--- src/rtl/dvp_regs.svh ---
// task-file indices, opcodes, bit positions, reset values and host register map
`ifndef DVP_REGS_SVH
`define DVP_REGS_SVH
// task-file register indices on the link
`define DVP_TF_FEAT   3'h1
`define DVP_TF_CNT    3'h2
`define DVP_TF_SECT   3'h3
`define DVP_TF_CYLLO  3'h4
`define DVP_TF_CYLHI  3'h5
`define DVP_TF_HEAD   3'h6
`define DVP_TF_CMD    3'h7
// command opcodes
`define DVP_OP_VERIFY 8'h40
`define DVP_OP_PWDIS  8'hf6
// completion_status bits
`define DVP_ST_BUSY   7
`define DVP_ST_DRIVE_READY_FLAG   6
`define DVP_ST_FAULT  5
`define DVP_ST_DRQ    3
`define DVP_ST_ERR    0
// error_flags bits
`define DVP_ER_UNC    6
`define DVP_ER_MC     5
`define DVP_ER_NF     4
`define DVP_ER_MCR    3
`define DVP_ER_ABORT_FLAG   2
`define DVP_ER_NM     1
// drive_and_head_select addressing-form bit
`define DVP_HD_LBA    6
// password sector layout, in 16-bit words
`define DVP_PW_LASTW  9'h0ff
`define DVP_PW_FIRST  9'h001
`define DVP_PW_LAST   9'h010
`define DVP_PW_BUF    17
// reset values
`define DVP_STATUS_RST 8'h40
`define DVP_TF_RST     8'h00
// host register offsets
`define DVP_HR_CMD    8'h00
`define DVP_HR_TF     8'h04
`define DVP_HR_HD     8'h08
`define DVP_HR_PW     8'h0c
`define DVP_HR_STAT   8'h10
`define DVP_HR_RES    8'h14
`define DVP_HR_BUSY   16
`define DVP_HR_REFUSE 17
`define DVP_RESP_OK   2'b00
`define DVP_RESP_ERR  2'b10
`endif

--- src/rtl/dvp_pkg.sv ---
// state types shared by both ends
package dvp_pkg;
  typedef enum logic [1:0] {S_IDLE, S_CHECK, S_WAIT, S_DATA} dvp_dev_state_t;
  typedef enum logic [1:0] {H_IDLE, H_LOAD, H_WAIT} dvp_host_state_t;
endpackage

--- src/rtl/dvp_if.sv ---
// task-file link between the host adapter and the device
`timescale 1ns/10ps
`default_nettype none
interface dvp_if;
  logic       tf_wr;
  logic [2:0] tf_addr;
  logic [7:0] tf_wdata;
  logic       pio_wr;
  logic [15:0] pio_data;
  logic [7:0] tf_status;
  logic [7:0] tf_error;
  logic [7:0] tf_sect;
  logic [7:0] tf_cyl_lo;
  logic [7:0] tf_cyl_hi;
  logic [7:0] tf_head;
  modport device (input tf_wr, tf_addr, tf_wdata, pio_wr, pio_data,
                  output tf_status, tf_error, tf_sect, tf_cyl_lo, tf_cyl_hi, tf_head);
  modport host (output tf_wr, tf_addr, tf_wdata, pio_wr, pio_data,
                input tf_status, tf_error, tf_sect, tf_cyl_lo, tf_cyl_hi, tf_head);
endinterface
`default_nettype wire

--- src/rtl/dvp_device.sv ---
// device end: verify-sectors and password-disable command interpreter
//
// Contract
// - no packet set: verify supported; else refused
// - opcode 40h verifies, never raises data request
// - sector count zero means 256 sectors
// - address assembled from four task-file fields
// - head bit 6 selects block or CHS addressing
// - success: not busy, ready, no fault/request/error
// - failing sector address left in address registers
// - uncorrectable data sets error bit 6
// - media changed reported once, then forgotten
// - unfound address or no geometry sets bit 4
// - media change request reported, cleared by access
// - unsupported command sets abort bit 2
// - out of range flagged by address-not-found only
// - missing medium sets no-media bit 1
// - error: ready, fault only on fault, error set
// - abort also when device cannot complete
// - opcode F6h takes one data-out sector
// - abort disable when unsupported, locked or frozen
// - host issues disable only when ready, unlocked; adapter refuses only on not ready or busy
// - word 0 bit 0 picks password, words 1-16
// - match leaves lock mode, master kept
`timescale 1ns/10ps
`default_nettype none
`include "dvp_regs.svh"
module dvp_device (
  // clock and reset
  input  wire logic        clk,
  input  wire logic        rst,
  // task-file link
  dvp_if.device            tf,
  // device configuration
  input  wire logic        packet_set,
  input  wire logic        removable,
  input  wire logic        sec_supported,
  input  wire logic        sec_locked,
  input  wire logic        sec_frozen,
  input  wire logic        chs_valid,
  input  wire logic        dev_fault,
  input  wire logic [27:0] max_lba,
  input  wire logic [7:0]  geom_spt,
  input  wire logic [4:0]  geom_heads,
  // media events
  input  wire logic        media_change_evt,
  input  wire logic        media_change_req_evt,
  input  wire logic        no_media,
  // media verify handshake
  output logic             media_req,
  output logic [27:0]      media_addr,
  output logic             media_lba,
  input  wire logic        media_ack,
  input  wire logic        media_unc,
  input  wire logic        media_nf,
  // password store
  input  wire logic        pw_load,
  input  wire logic        pw_master,
  input  wire logic [3:0]  pw_idx,
  input  wire logic [15:0] pw_word,
  output logic             lock_mode
);
  dvp_pkg::dvp_dev_state_t state_q, state_d;
  logic [7:0]  op_q, cnt_q, sect_q, cyllo_q, cylhi_q, head_q, status_q, error_q;
  logic [8:0]  remain_q, widx_q;
  logic        first_q, sel_master_q, mc_pend_q, mcr_pend_q;
  logic        fin;
  logic [7:0]  fin_err;
  logic [15:0] pw_usr [16];
  logic [15:0] pw_mst [16];
  logic        pw_match;

  // ********************************************************
  // decode
  // ********************************************************
  wire idle    = state_q == dvp_pkg::S_IDLE;
  wire tf_ld   = tf.tf_wr && idle;
  wire cmd_wr  = tf_ld && (tf.tf_addr == `DVP_TF_CMD);
  wire is_vfy  = op_q == `DVP_OP_VERIFY;
  wire is_pw   = op_q == `DVP_OP_PWDIS;
  wire in_chk  = state_q == dvp_pkg::S_CHECK;
  wire in_wait = state_q == dvp_pkg::S_WAIT;
  wire pw_take = (state_q == dvp_pkg::S_DATA) && tf.pio_wr;

  // address assembly and range check
  wire        lba_mode  = head_q[`DVP_HD_LBA];
  wire [27:0] lba_cur   = {head_q[3:0], cylhi_q, cyllo_q, sect_q};
  wire [27:0] lba_nx    = lba_cur + 28'h0000001;
  wire        chs_bad   = (sect_q == 8'h00) || (sect_q > geom_spt) || ({1'b0, head_q[3:0]} >= geom_heads);
  wire        out_range = lba_mode ? (lba_cur > max_lba) : chs_bad;
  wire        sect_end  = sect_q == geom_spt;
  wire        head_end  = {1'b0, head_q[3:0]} == (geom_heads - 5'h01);
  wire [15:0] cyl_cur   = {cylhi_q, cyllo_q};
  wire [15:0] cyl_chs   = (sect_end && head_end) ? cyl_cur + 16'h0001 : cyl_cur;
  wire [3:0]  head_chs  = sect_end ? (head_end ? 4'h0 : head_q[3:0] + 4'h1) : head_q[3:0];
  wire [7:0]  sect_nx   = lba_mode ? lba_nx[7:0] : (sect_end ? 8'h01 : sect_q + 8'h01);
  wire [15:0] cyl_nx    = lba_mode ? lba_nx[23:8] : cyl_chs;
  wire [3:0]  head_nx   = lba_mode ? lba_nx[27:24] : head_chs;

  // check before each sector; media change events only on the first pass, no media on every pass
  wire chk_abort_flag = (is_vfy ? packet_set : (is_pw ? (!sec_supported || sec_locked || sec_frozen) : 1'b1))
                  || dev_fault;
  wire chk_nm   = is_vfy && removable && no_media;
  wire chk_mc   = is_vfy && first_q && removable && mc_pend_q;
  wire chk_mcr  = is_vfy && first_q && removable && mcr_pend_q;
  // out of range by itself never sets abort
  wire chk_nf   = is_vfy && ((!lba_mode && !chs_valid) || out_range);
  wire [7:0] chk_err = (8'(chk_abort_flag) << `DVP_ER_ABORT_FLAG) | (8'(chk_nm) << `DVP_ER_NM) | (8'(chk_mc) << `DVP_ER_MC)
                     | (8'(chk_mcr) << `DVP_ER_MCR) | (8'(chk_nf) << `DVP_ER_NF);
  wire [7:0] ack_err = (8'(media_unc) << `DVP_ER_UNC) | (8'(media_nf) << `DVP_ER_NF);
  wire       media_clr = in_chk && first_q && is_vfy;
  wire       adv       = in_wait && media_ack && (ack_err == 8'h00) && (remain_q != 9'h001);
  wire       issue     = in_chk && (state_d == dvp_pkg::S_WAIT);
  wire       to_data   = in_chk && (state_d == dvp_pkg::S_DATA);

  // status images
  wire       fin_fault = dev_fault && (fin_err != 8'h00);
  wire [7:0] busy_st   = 8'(1) << `DVP_ST_BUSY;
  wire [7:0] drq_st    = (8'(1) << `DVP_ST_DRIVE_READY_FLAG) | (8'(1) << `DVP_ST_DRQ);
  // done: busy and data request clear, ready set
  wire [7:0] fin_st    = (8'(1) << `DVP_ST_DRIVE_READY_FLAG) | (8'(fin_fault) << `DVP_ST_FAULT)
                       | (8'(fin_err != 8'h00) << `DVP_ST_ERR);

  // password selection
  wire [3:0]  pw_ix    = widx_q[3:0] - 4'h1;
  wire [15:0] ref_word = sel_master_q ? pw_mst[pw_ix] : pw_usr[pw_ix];
  wire        pw_ok    = fin && is_pw && (fin_err == 8'h00);

  // ********************************************************
  // sequencing
  // ********************************************************
  always_comb begin
    state_d = state_q;
    fin     = 1'b0;
    fin_err = 8'h00;
    case (state_q)
      dvp_pkg::S_IDLE: begin
        if (cmd_wr) begin
          state_d = dvp_pkg::S_CHECK;
        end
      end
      dvp_pkg::S_CHECK: begin
        if (chk_err != 8'h00) begin
          fin     = 1'b1;
          fin_err = chk_err;
        end else if (is_vfy) begin
          state_d = dvp_pkg::S_WAIT;
        end else begin
          state_d = dvp_pkg::S_DATA;
        end
      end
      dvp_pkg::S_WAIT: begin
        if (media_ack) begin
          if (ack_err != 8'h00) begin
            // address registers still hold the failing sector
            fin     = 1'b1;
            fin_err = ack_err;
          end else if (remain_q == 9'h001) begin
            fin = 1'b1;
          end else begin
            state_d = dvp_pkg::S_CHECK;
          end
        end
      end
      dvp_pkg::S_DATA: begin
        if (tf.pio_wr && (widx_q == `DVP_PW_LASTW)) begin
          fin     = 1'b1;
          fin_err = pw_match ? 8'h00 : (8'(1) << `DVP_ER_ABORT_FLAG);
        end
      end
      default: begin
        state_d = dvp_pkg::S_IDLE;
      end
    endcase
    if (fin) begin
      state_d = dvp_pkg::S_IDLE;
    end
  end

  always_ff @(posedge clk) begin
    if (rst) begin
      state_q  <= dvp_pkg::S_IDLE;
      status_q <= `DVP_STATUS_RST;
      error_q  <= 8'h00;
    end else begin
      state_q <= state_d;
      if (fin) begin
        status_q <= fin_st;
        error_q  <= fin_err;
      end else if (cmd_wr) begin
        status_q <= busy_st;
      end else if (to_data) begin
        status_q <= drq_st;
      end
    end
  end

  // ********************************************************
  // task-file registers
  // ********************************************************
  always_ff @(posedge clk) begin
    if (rst) begin
      op_q    <= `DVP_TF_RST;
      cnt_q   <= `DVP_TF_RST;
      sect_q  <= `DVP_TF_RST;
      cyllo_q <= `DVP_TF_RST;
      cylhi_q <= `DVP_TF_RST;
      head_q  <= `DVP_TF_RST;
    end else begin
      if (cmd_wr) op_q <= tf.tf_wdata;
      if (tf_ld && (tf.tf_addr == `DVP_TF_CNT)) cnt_q <= tf.tf_wdata;
      if (tf_ld && (tf.tf_addr == `DVP_TF_SECT)) sect_q <= tf.tf_wdata;
      else if (adv) sect_q <= sect_nx;
      if (tf_ld && (tf.tf_addr == `DVP_TF_CYLLO)) cyllo_q <= tf.tf_wdata;
      else if (adv) cyllo_q <= cyl_nx[7:0];
      if (tf_ld && (tf.tf_addr == `DVP_TF_CYLHI)) cylhi_q <= tf.tf_wdata;
      else if (adv) cylhi_q <= cyl_nx[15:8];
      if (tf_ld && (tf.tf_addr == `DVP_TF_HEAD)) head_q <= tf.tf_wdata;
      else if (adv) head_q <= {head_q[7:4], head_nx};
    end
  end

  // ********************************************************
  // sector walk and media requests
  // ********************************************************
  always_ff @(posedge clk) begin
    if (rst) begin
      remain_q   <= 9'h000;
      first_q    <= 1'b0;
      media_req  <= 1'b0;
      media_addr <= 28'h0000000;
      media_lba  <= 1'b0;
    end else begin
      if (cmd_wr) remain_q <= {cnt_q == 8'h00, cnt_q};
      else if (adv) remain_q <= remain_q - 9'h001;
      if (cmd_wr) first_q <= 1'b1;
      else if (in_chk) first_q <= 1'b0;
      if (issue) begin
        media_req  <= 1'b1;
        media_addr <= lba_cur;
        media_lba  <= lba_mode;
      end else if (media_ack) begin
        media_req <= 1'b0;
      end
    end
  end

  // pending media events: a new event outranks the clear
  always_ff @(posedge clk) begin
    if (rst) begin
      mc_pend_q  <= 1'b0;
      mcr_pend_q <= 1'b0;
    end else begin
      mc_pend_q  <= media_change_evt || (mc_pend_q && !media_clr);
      mcr_pend_q <= media_change_req_evt || (mcr_pend_q && !media_clr);
    end
  end

  // ********************************************************
  // password data-out and lock state
  // ********************************************************
  always_ff @(posedge clk) begin
    if (rst) begin
      widx_q       <= 9'h000;
      sel_master_q <= 1'b0;
      lock_mode    <= 1'b0;
    end else begin
      if (cmd_wr) widx_q <= 9'h000;
      else if (pw_take) widx_q <= widx_q + 9'h001;
      if (pw_take && (widx_q == 9'h000)) sel_master_q <= tf.pio_data[0];
      // leaving lock mode never touches the master password
      if (pw_ok) lock_mode <= 1'b0;
      if (pw_load && !pw_master) lock_mode <= 1'b1;
    end
  end

  always_ff @(posedge clk) begin
    if (pw_load && pw_master) pw_mst[pw_idx] <= pw_word;
    if (pw_load && !pw_master) pw_usr[pw_idx] <= pw_word;
  end

  dvp_pw_cmp u_cmp (
    .clk      (clk),
    .rst      (rst),
    .start    (cmd_wr),
    .word_en  (pw_take),
    .idx      (widx_q),
    .word     (tf.pio_data),
    .ref_word (ref_word),
    .match    (pw_match)
  );

  assign tf.tf_status = status_q;
  assign tf.tf_error  = error_q;
  assign tf.tf_sect   = sect_q;
  assign tf.tf_cyl_lo = cyllo_q;
  assign tf.tf_cyl_hi = cylhi_q;
  assign tf.tf_head   = head_q;
endmodule
`default_nettype wire

--- src/rtl/dvp_pw_cmp.sv ---
// password word comparator over one data-out sector
`timescale 1ns/10ps
`default_nettype none
`include "dvp_regs.svh"
module dvp_pw_cmp (
  // clock and reset
  input  wire logic        clk,
  input  wire logic        rst,
  // word stream
  input  wire logic        start,
  input  wire logic        word_en,
  input  wire logic [8:0]  idx,
  input  wire logic [15:0] word,
  input  wire logic [15:0] ref_word,
  // result
  output logic             match
);
  wire in_pw = (idx >= `DVP_PW_FIRST) && (idx <= `DVP_PW_LAST);
  wire miss  = word_en && in_pw && (word != ref_word);

  always_ff @(posedge clk) begin
    if (rst || start) begin
      match <= 1'b1;
    end else if (miss) begin
      match <= 1'b0;
    end
  end
endmodule
`default_nettype wire

--- src/flat_wrapper.sv ---
// flat-port wrapper written by rule: the top's interface ports become plain ports
module dvp_device_flat 
  (clk, rst, packet_set, removable, sec_supported, sec_locked, sec_frozen, chs_valid, dev_fault, max_lba, geom_spt, geom_heads, media_change_evt, media_change_req_evt, no_media, media_req, media_addr, media_lba, media_ack, media_unc, media_nf, pw_load, pw_master, pw_idx, pw_word, lock_mode, tf_tf_wr, tf_tf_addr, tf_tf_wdata, tf_pio_wr, tf_pio_data, tf_tf_status, tf_tf_error, tf_tf_sect, tf_tf_cyl_lo, tf_tf_cyl_hi, tf_tf_head);
  dvp_if tf_i ();
  input  wire logic clk;
  input  wire logic rst;
  input  wire logic packet_set;
  input  wire logic removable;
  input  wire logic sec_supported;
  input  wire logic sec_locked;
  input  wire logic sec_frozen;
  input  wire logic chs_valid;
  input  wire logic dev_fault;
  input  wire logic [27:0] max_lba;
  input  wire logic [7:0] geom_spt;
  input  wire logic [4:0] geom_heads;
  input  wire logic media_change_evt;
  input  wire logic media_change_req_evt;
  input  wire logic no_media;
  output logic media_req;
  output logic [27:0] media_addr;
  output logic media_lba;
  input  wire logic media_ack;
  input  wire logic media_unc;
  input  wire logic media_nf;
  input  wire logic pw_load;
  input  wire logic pw_master;
  input  wire logic [3:0] pw_idx;
  input  wire logic [15:0] pw_word;
  output logic lock_mode;
  input wire logic [$bits(tf_i.tf_wr)-1:0] tf_tf_wr;
  input wire logic [$bits(tf_i.tf_addr)-1:0] tf_tf_addr;
  input wire logic [$bits(tf_i.tf_wdata)-1:0] tf_tf_wdata;
  input wire logic [$bits(tf_i.pio_wr)-1:0] tf_pio_wr;
  input wire logic [$bits(tf_i.pio_data)-1:0] tf_pio_data;
  output wire logic [$bits(tf_i.tf_status)-1:0] tf_tf_status;
  output wire logic [$bits(tf_i.tf_error)-1:0] tf_tf_error;
  output wire logic [$bits(tf_i.tf_sect)-1:0] tf_tf_sect;
  output wire logic [$bits(tf_i.tf_cyl_lo)-1:0] tf_tf_cyl_lo;
  output wire logic [$bits(tf_i.tf_cyl_hi)-1:0] tf_tf_cyl_hi;
  output wire logic [$bits(tf_i.tf_head)-1:0] tf_tf_head;
  assign tf_i.tf_wr = tf_tf_wr;
  assign tf_i.tf_addr = tf_tf_addr;
  assign tf_i.tf_wdata = tf_tf_wdata;
  assign tf_i.pio_wr = tf_pio_wr;
  assign tf_i.pio_data = tf_pio_data;
  assign tf_tf_status = tf_i.tf_status;
  assign tf_tf_error = tf_i.tf_error;
  assign tf_tf_sect = tf_i.tf_sect;
  assign tf_tf_cyl_lo = tf_i.tf_cyl_lo;
  assign tf_tf_cyl_hi = tf_i.tf_cyl_hi;
  assign tf_tf_head = tf_i.tf_head;
  dvp_device u_core (.clk(clk), .rst(rst), .tf(tf_i), .packet_set(packet_set), .removable(removable), .sec_supported(sec_supported), .sec_locked(sec_locked), .sec_frozen(sec_frozen), .chs_valid(chs_valid), .dev_fault(dev_fault), .max_lba(max_lba), .geom_spt(geom_spt), .geom_heads(geom_heads), .media_change_evt(media_change_evt), .media_change_req_evt(media_change_req_evt), .no_media(no_media), .media_req(media_req), .media_addr(media_addr), .media_lba(media_lba), .media_ack(media_ack), .media_unc(media_unc), .media_nf(media_nf), .pw_load(pw_load), .pw_master(pw_master), .pw_idx(pw_idx), .pw_word(pw_word), .lock_mode(lock_mode));
endmodule
--- config.mk ---
export PLATFORM = sky130hd
export DESIGN_NAME = dvp_device_flat
export DESIGN_NICKNAME = d
export VERILOG_FILES = /design/src/rtl/dvp_pkg.sv /design/src/rtl/dvp_if.sv /design/src/rtl/dvp_device.sv /design/src/rtl/dvp_pw_cmp.sv /design/src/flat_wrapper.sv
export VERILOG_INCLUDE_DIRS = /design/src /design/src/rtl
export SDC_FILE = /design/constraint.sdc
export NUM_CORES = 1
export LEC_CHECK = 0
export ABC_AREA = 1
export BUFFER_PORTS_ARGS = -buffer_cell sky130_fd_sc_hd__buf_2
export CORE_MARGIN = 3
export CORE_UTILIZATION = 30
export DETAILED_ROUTE_END_ITERATION = 8
export HOLD_SLACK_MARGIN = 0.15
export PLACE_DENSITY = 0.44
export SYNTH_ARGS = -nofsm -noshare
export SYNTH_HDL_FRONTEND = slang
export SYNTH_SLANG_ARGS = --single-unit
--- constraint.sdc ---
create_clock -name clk -period 4.5 [get_ports clk]
set_clock_uncertainty 0.1 [all_clocks]
set_input_delay 0.9 -clock clk [delete_from_list [all_inputs] [get_ports clk]]
set_output_delay 0.9 -clock clk [all_outputs]
set_load 0.005 [all_outputs]
==> impl_metrics.env <==
export IMPL_die_w_um=313
export IMPL_combPwrFrac=0.034
export IMPL_tns_ns=0
export IMPL_synth_warnings=0
export IMPL_hold_viol_final=0
export IMPL_drt_iter0_drc=1421
export IMPL_pwr_share_seq=0.498
export IMPL_cap_violations=0
export IMPL_dieHeight_um=313
export IMPL_place_congestion=0.904
export IMPL_startpoint_type="flop"
export IMPL_ctsHoldBuffers=0
export IMPL_cts_sinks=627
export IMPL_n_fill_cell=9301
export IMPL_synth_top_area_frac=0.545
export IMPL_grt_util_all_layers=0.176
export IMPL_p_int_mw=10.0
export IMPL_whs_ns=0.365
export IMPL_ios=186
export IMPL_vias=20999
export IMPL_yosysTopAreaCell="edfxtp_1"
export IMPL_syn_area_um2=28200
export IMPL_timing_rr_end="u_core.u_cmp.match"
export IMPL_r2r_start="u_core.widx_q[0]"
export IMPL_fmax_mhz=294
export IMPL_synthTopCellsByArea="edfxtp_1 (55%), nand2_1 (8.5%), dfxtp_1 (8.2%)"
export IMPL_overflow=0
export IMPL_async_reset_ff_frac=0
export IMPL_cp_required_ns=4.95
export IMPL_cts_resized=0
export IMPL_ys_seq_area_frac=0.627
export IMPL_multi_input_area_um2=8850
export IMPL_cp_end_kind="flop"
export IMPL_grt_antenna_before_repair=5
export IMPL_drive_above_1_share=0.136
export IMPL_slew_headroom=0.229
export IMPL_cp_max_fo=33
export IMPL_htree_levels=3
export IMPL_synth_common_cells="nand2_1 (639), edfxtp_1 (512), nand3_1 (369)"
export IMPL_regArea_um2=17700
export IMPL_die_area_um2=97700
export IMPL_cts_buffers=75
export IMPL_vias_per_cell=4.84
export IMPL_synth_cell_types=50
export IMPL_route_detailed_drc=0
export IMPL_cts_root_buffer="clkbuf_16"
export IMPL_grt_pass1_vias=20366
export IMPL_synth_flop_cell="edfxtp_1"
export IMPL_status="finished clean"
export IMPL_met1Wirelength_um=39000
export IMPL_setup_violations=0
export IMPL_dp_hpwl_um=54500
export IMPL_syn_area_per_cell_um2=9.89
export IMPL_final_util=0.358
export IMPL_leakage_nw=12.8
export IMPL_worst_pin_slew_ns=1.16
export IMPL_critPathKind="flop to flop"
export IMPL_top_layer_used="met5"
export IMPL_critPathArrivalTime_ns=3.85
export IMPL_min_from="u_core.remain_q[1]"
export IMPL_clkSlewWorstSetupHoldPaths_ns=0.05
export IMPL_row_count=111
export IMPL_switching_share=0.217
export IMPL_period_minus_slack_ns=3.40
export IMPL_avgRoutedWirePerCell_um=20.2
export IMPL_antenna_left=0
export IMPL_slew_viol_final=0
export IMPL_yosys_cell_count_top_type="nand2_1"
export IMPL_portBuffers=180
export IMPL_power_density_nw_per_um2=388
export IMPL_synth_edf_count=512
export IMPL_grt_setup_unrepaired="no"
export IMPL_regToRegSetupSlack_ns=1.10
export IMPL_min_path_type="flop to flop"
export IMPL_fin_crit_sh=0.755
export IMPL_clkPwrFrac=0.469
export IMPL_route_met2_wl_um=42600
export IMPL_wl_met3_um=3820
export IMPL_cts_tree="built"
export IMPL_power_switching_mw=2.78
export IMPL_yosys_register_bits=627
export IMPL_ir_drop_v=0.000277
export IMPL_core_um2=92400
export IMPL_holdPathEnd="u_core.remain_q[1]"
export IMPL_initial_core_util=0.305
export IMPL_clock_latency_ns=0.61
export IMPL_wl_um=87500
export IMPL_r2r_cells=19
export IMPL_postCtsSetupBuffers=0
export IMPL_first_pass_iters=7
export IMPL_hold_path_depth=2
export IMPL_grt_max_degree=208
export IMPL_final_nets=3193
export IMPL_clock_path_buffers=3
export IMPL_synthToLayoutAreaGrowth_pct=17.2
export IMPL_syn_inst=2850
export IMPL_grt_pass1_wl_um=131000
-- per-layer routing --
metal | up-vias | global-route usage
li1 | 10092 | -
met1 | 10233 | 0.233
met2 | 541 | 0.302
met3 | 125 | 0.0235
met4 | 8 | 0.0470
met5 | - | 0
-- metrics by stage --
stage	cell area, µm²	setup WS [ns]	power, mW	instances
5_1_grt	33000	0.755	13.3	4335
3_5_place_dp	30600	0.693	6.94	4201
6_report	33000	1.10	12.8	4336
3_3_place_gp	30600	0.892	6.93	4201
4_1_cts	33000	1.06	13.0	4335
2_1_floorplan	28200	1.73	6.68	2854
-- cells by family after synthesis --
group	share of synthesized area
AOI/OAI and AO/OA	0.0733
xor gates and xnor gates	0.00941
adders and majority gates	0.0226
buffers and inverters	0.0629
DFF	0.627
other	0.000133
and+or+nand+nor	0.205
-- worst max-delay path, cell delays in order, from the launching register on --
cell,delay [ns]
dfxtp_4,0.37
inv_6,0.23
ha_4,0.33
inv_4,0.40
buf_4,0.31
buf_4,0.18
nand3_1,0.08
nand3_1,0.08
nand3_1,0.09
o211ai_1,0.26
nand2_1,0.10
nand2_1,0.07
nand2_1,0.05
nor2_1,0.13
nand2_1,0.09
nor2_1,0.14
nand2_1,0.13
nand2_1,0.09
nand2_1,0.05
nand2_1,0.05
-- cells in the final DEF, fill, tap and decap left out, types with 22 or more instances in the layout --
master,synthesis,final
a21oi_1,118,118
buf_2,62,180
buf_4,29,55
clkbuf_16,0,76
dfxtp_1,115,114
edfxtp_1,512,512
ha_1,51,50
inv_1,268,267
nand2_1,639,639
nand3_1,369,369
nand4_1,22,22
nor2_1,250,218
nor2_2,6,38
nor3_1,25,25
o211ai_1,31,31
o21ai_0,154,154
o21ai_1,27,27
-- flip-flops by register name, summed over array words and instances (netlist names), 2 cells and up --
name and cells:
u_core.cnt_q 8, u_core.media_addr 28, u_core.op_q 8, u_core.pw_mst 256, u_core.pw_usr 256, u_core.remain_q 9, u_core.state_q 2, u_core.tf.tf_cyl_hi 8
u_core.tf.tf_cyl_lo 8, u_core.tf.tf_error 6, u_core.tf.tf_head 8, u_core.tf.tf_sect 8, u_core.tf.tf_status 5, u_core.widx_q 9
-- power groups by stage --
stage | registers [mW] | logic (mW) | clock network [mW]
after floorplan | 6.49 | 0.187 | 0
after global placement | 6.50 | 0.429 | 0
after detailed placement | 6.50 | 0.438 | 0
after CTS | 6.38 | 0.439 | 6.20
after global routing | 6.38 | 0.484 | 6.43
final | 6.38 | 0.432 | 6.01
-- worst max path at each step --
stage	start	to	slack [ns]	cells past startpoint
after detailed placement	geom_heads[2]	u_core.media_addr[13]	0.69	17
after floorplan	max_lba[27]	u_core.media_addr[24]	1.73	16
after CTS	u_core.widx_q[0]	u_core.u_cmp.match	1.06	18
after global routing	u_core.widx_q[0]	u_core.u_cmp.match	0.75	17
after global placement	max_lba[27]	u_core.media_addr[10]	0.89	17
final	u_core.widx_q[0]	u_core.u_cmp.match	1.10	19
-- final cells by class --
| type | instances | area share |
|---|---|---|
| tap | 1243 | 0.0471 |
| clock inverter | 39 | 0.0126 |
| multi-input combinational | 1812 | 0.268 |
| inverter | 277 | 0.0317 |
| antenna | 1 | 0.0000757 |
| clock buffer | 95 | 0.0615 |
| timing repair buffer | 242 | 0.0440 |
| sequential | 627 | 0.535 |
(Power assumes the default switching activity.)
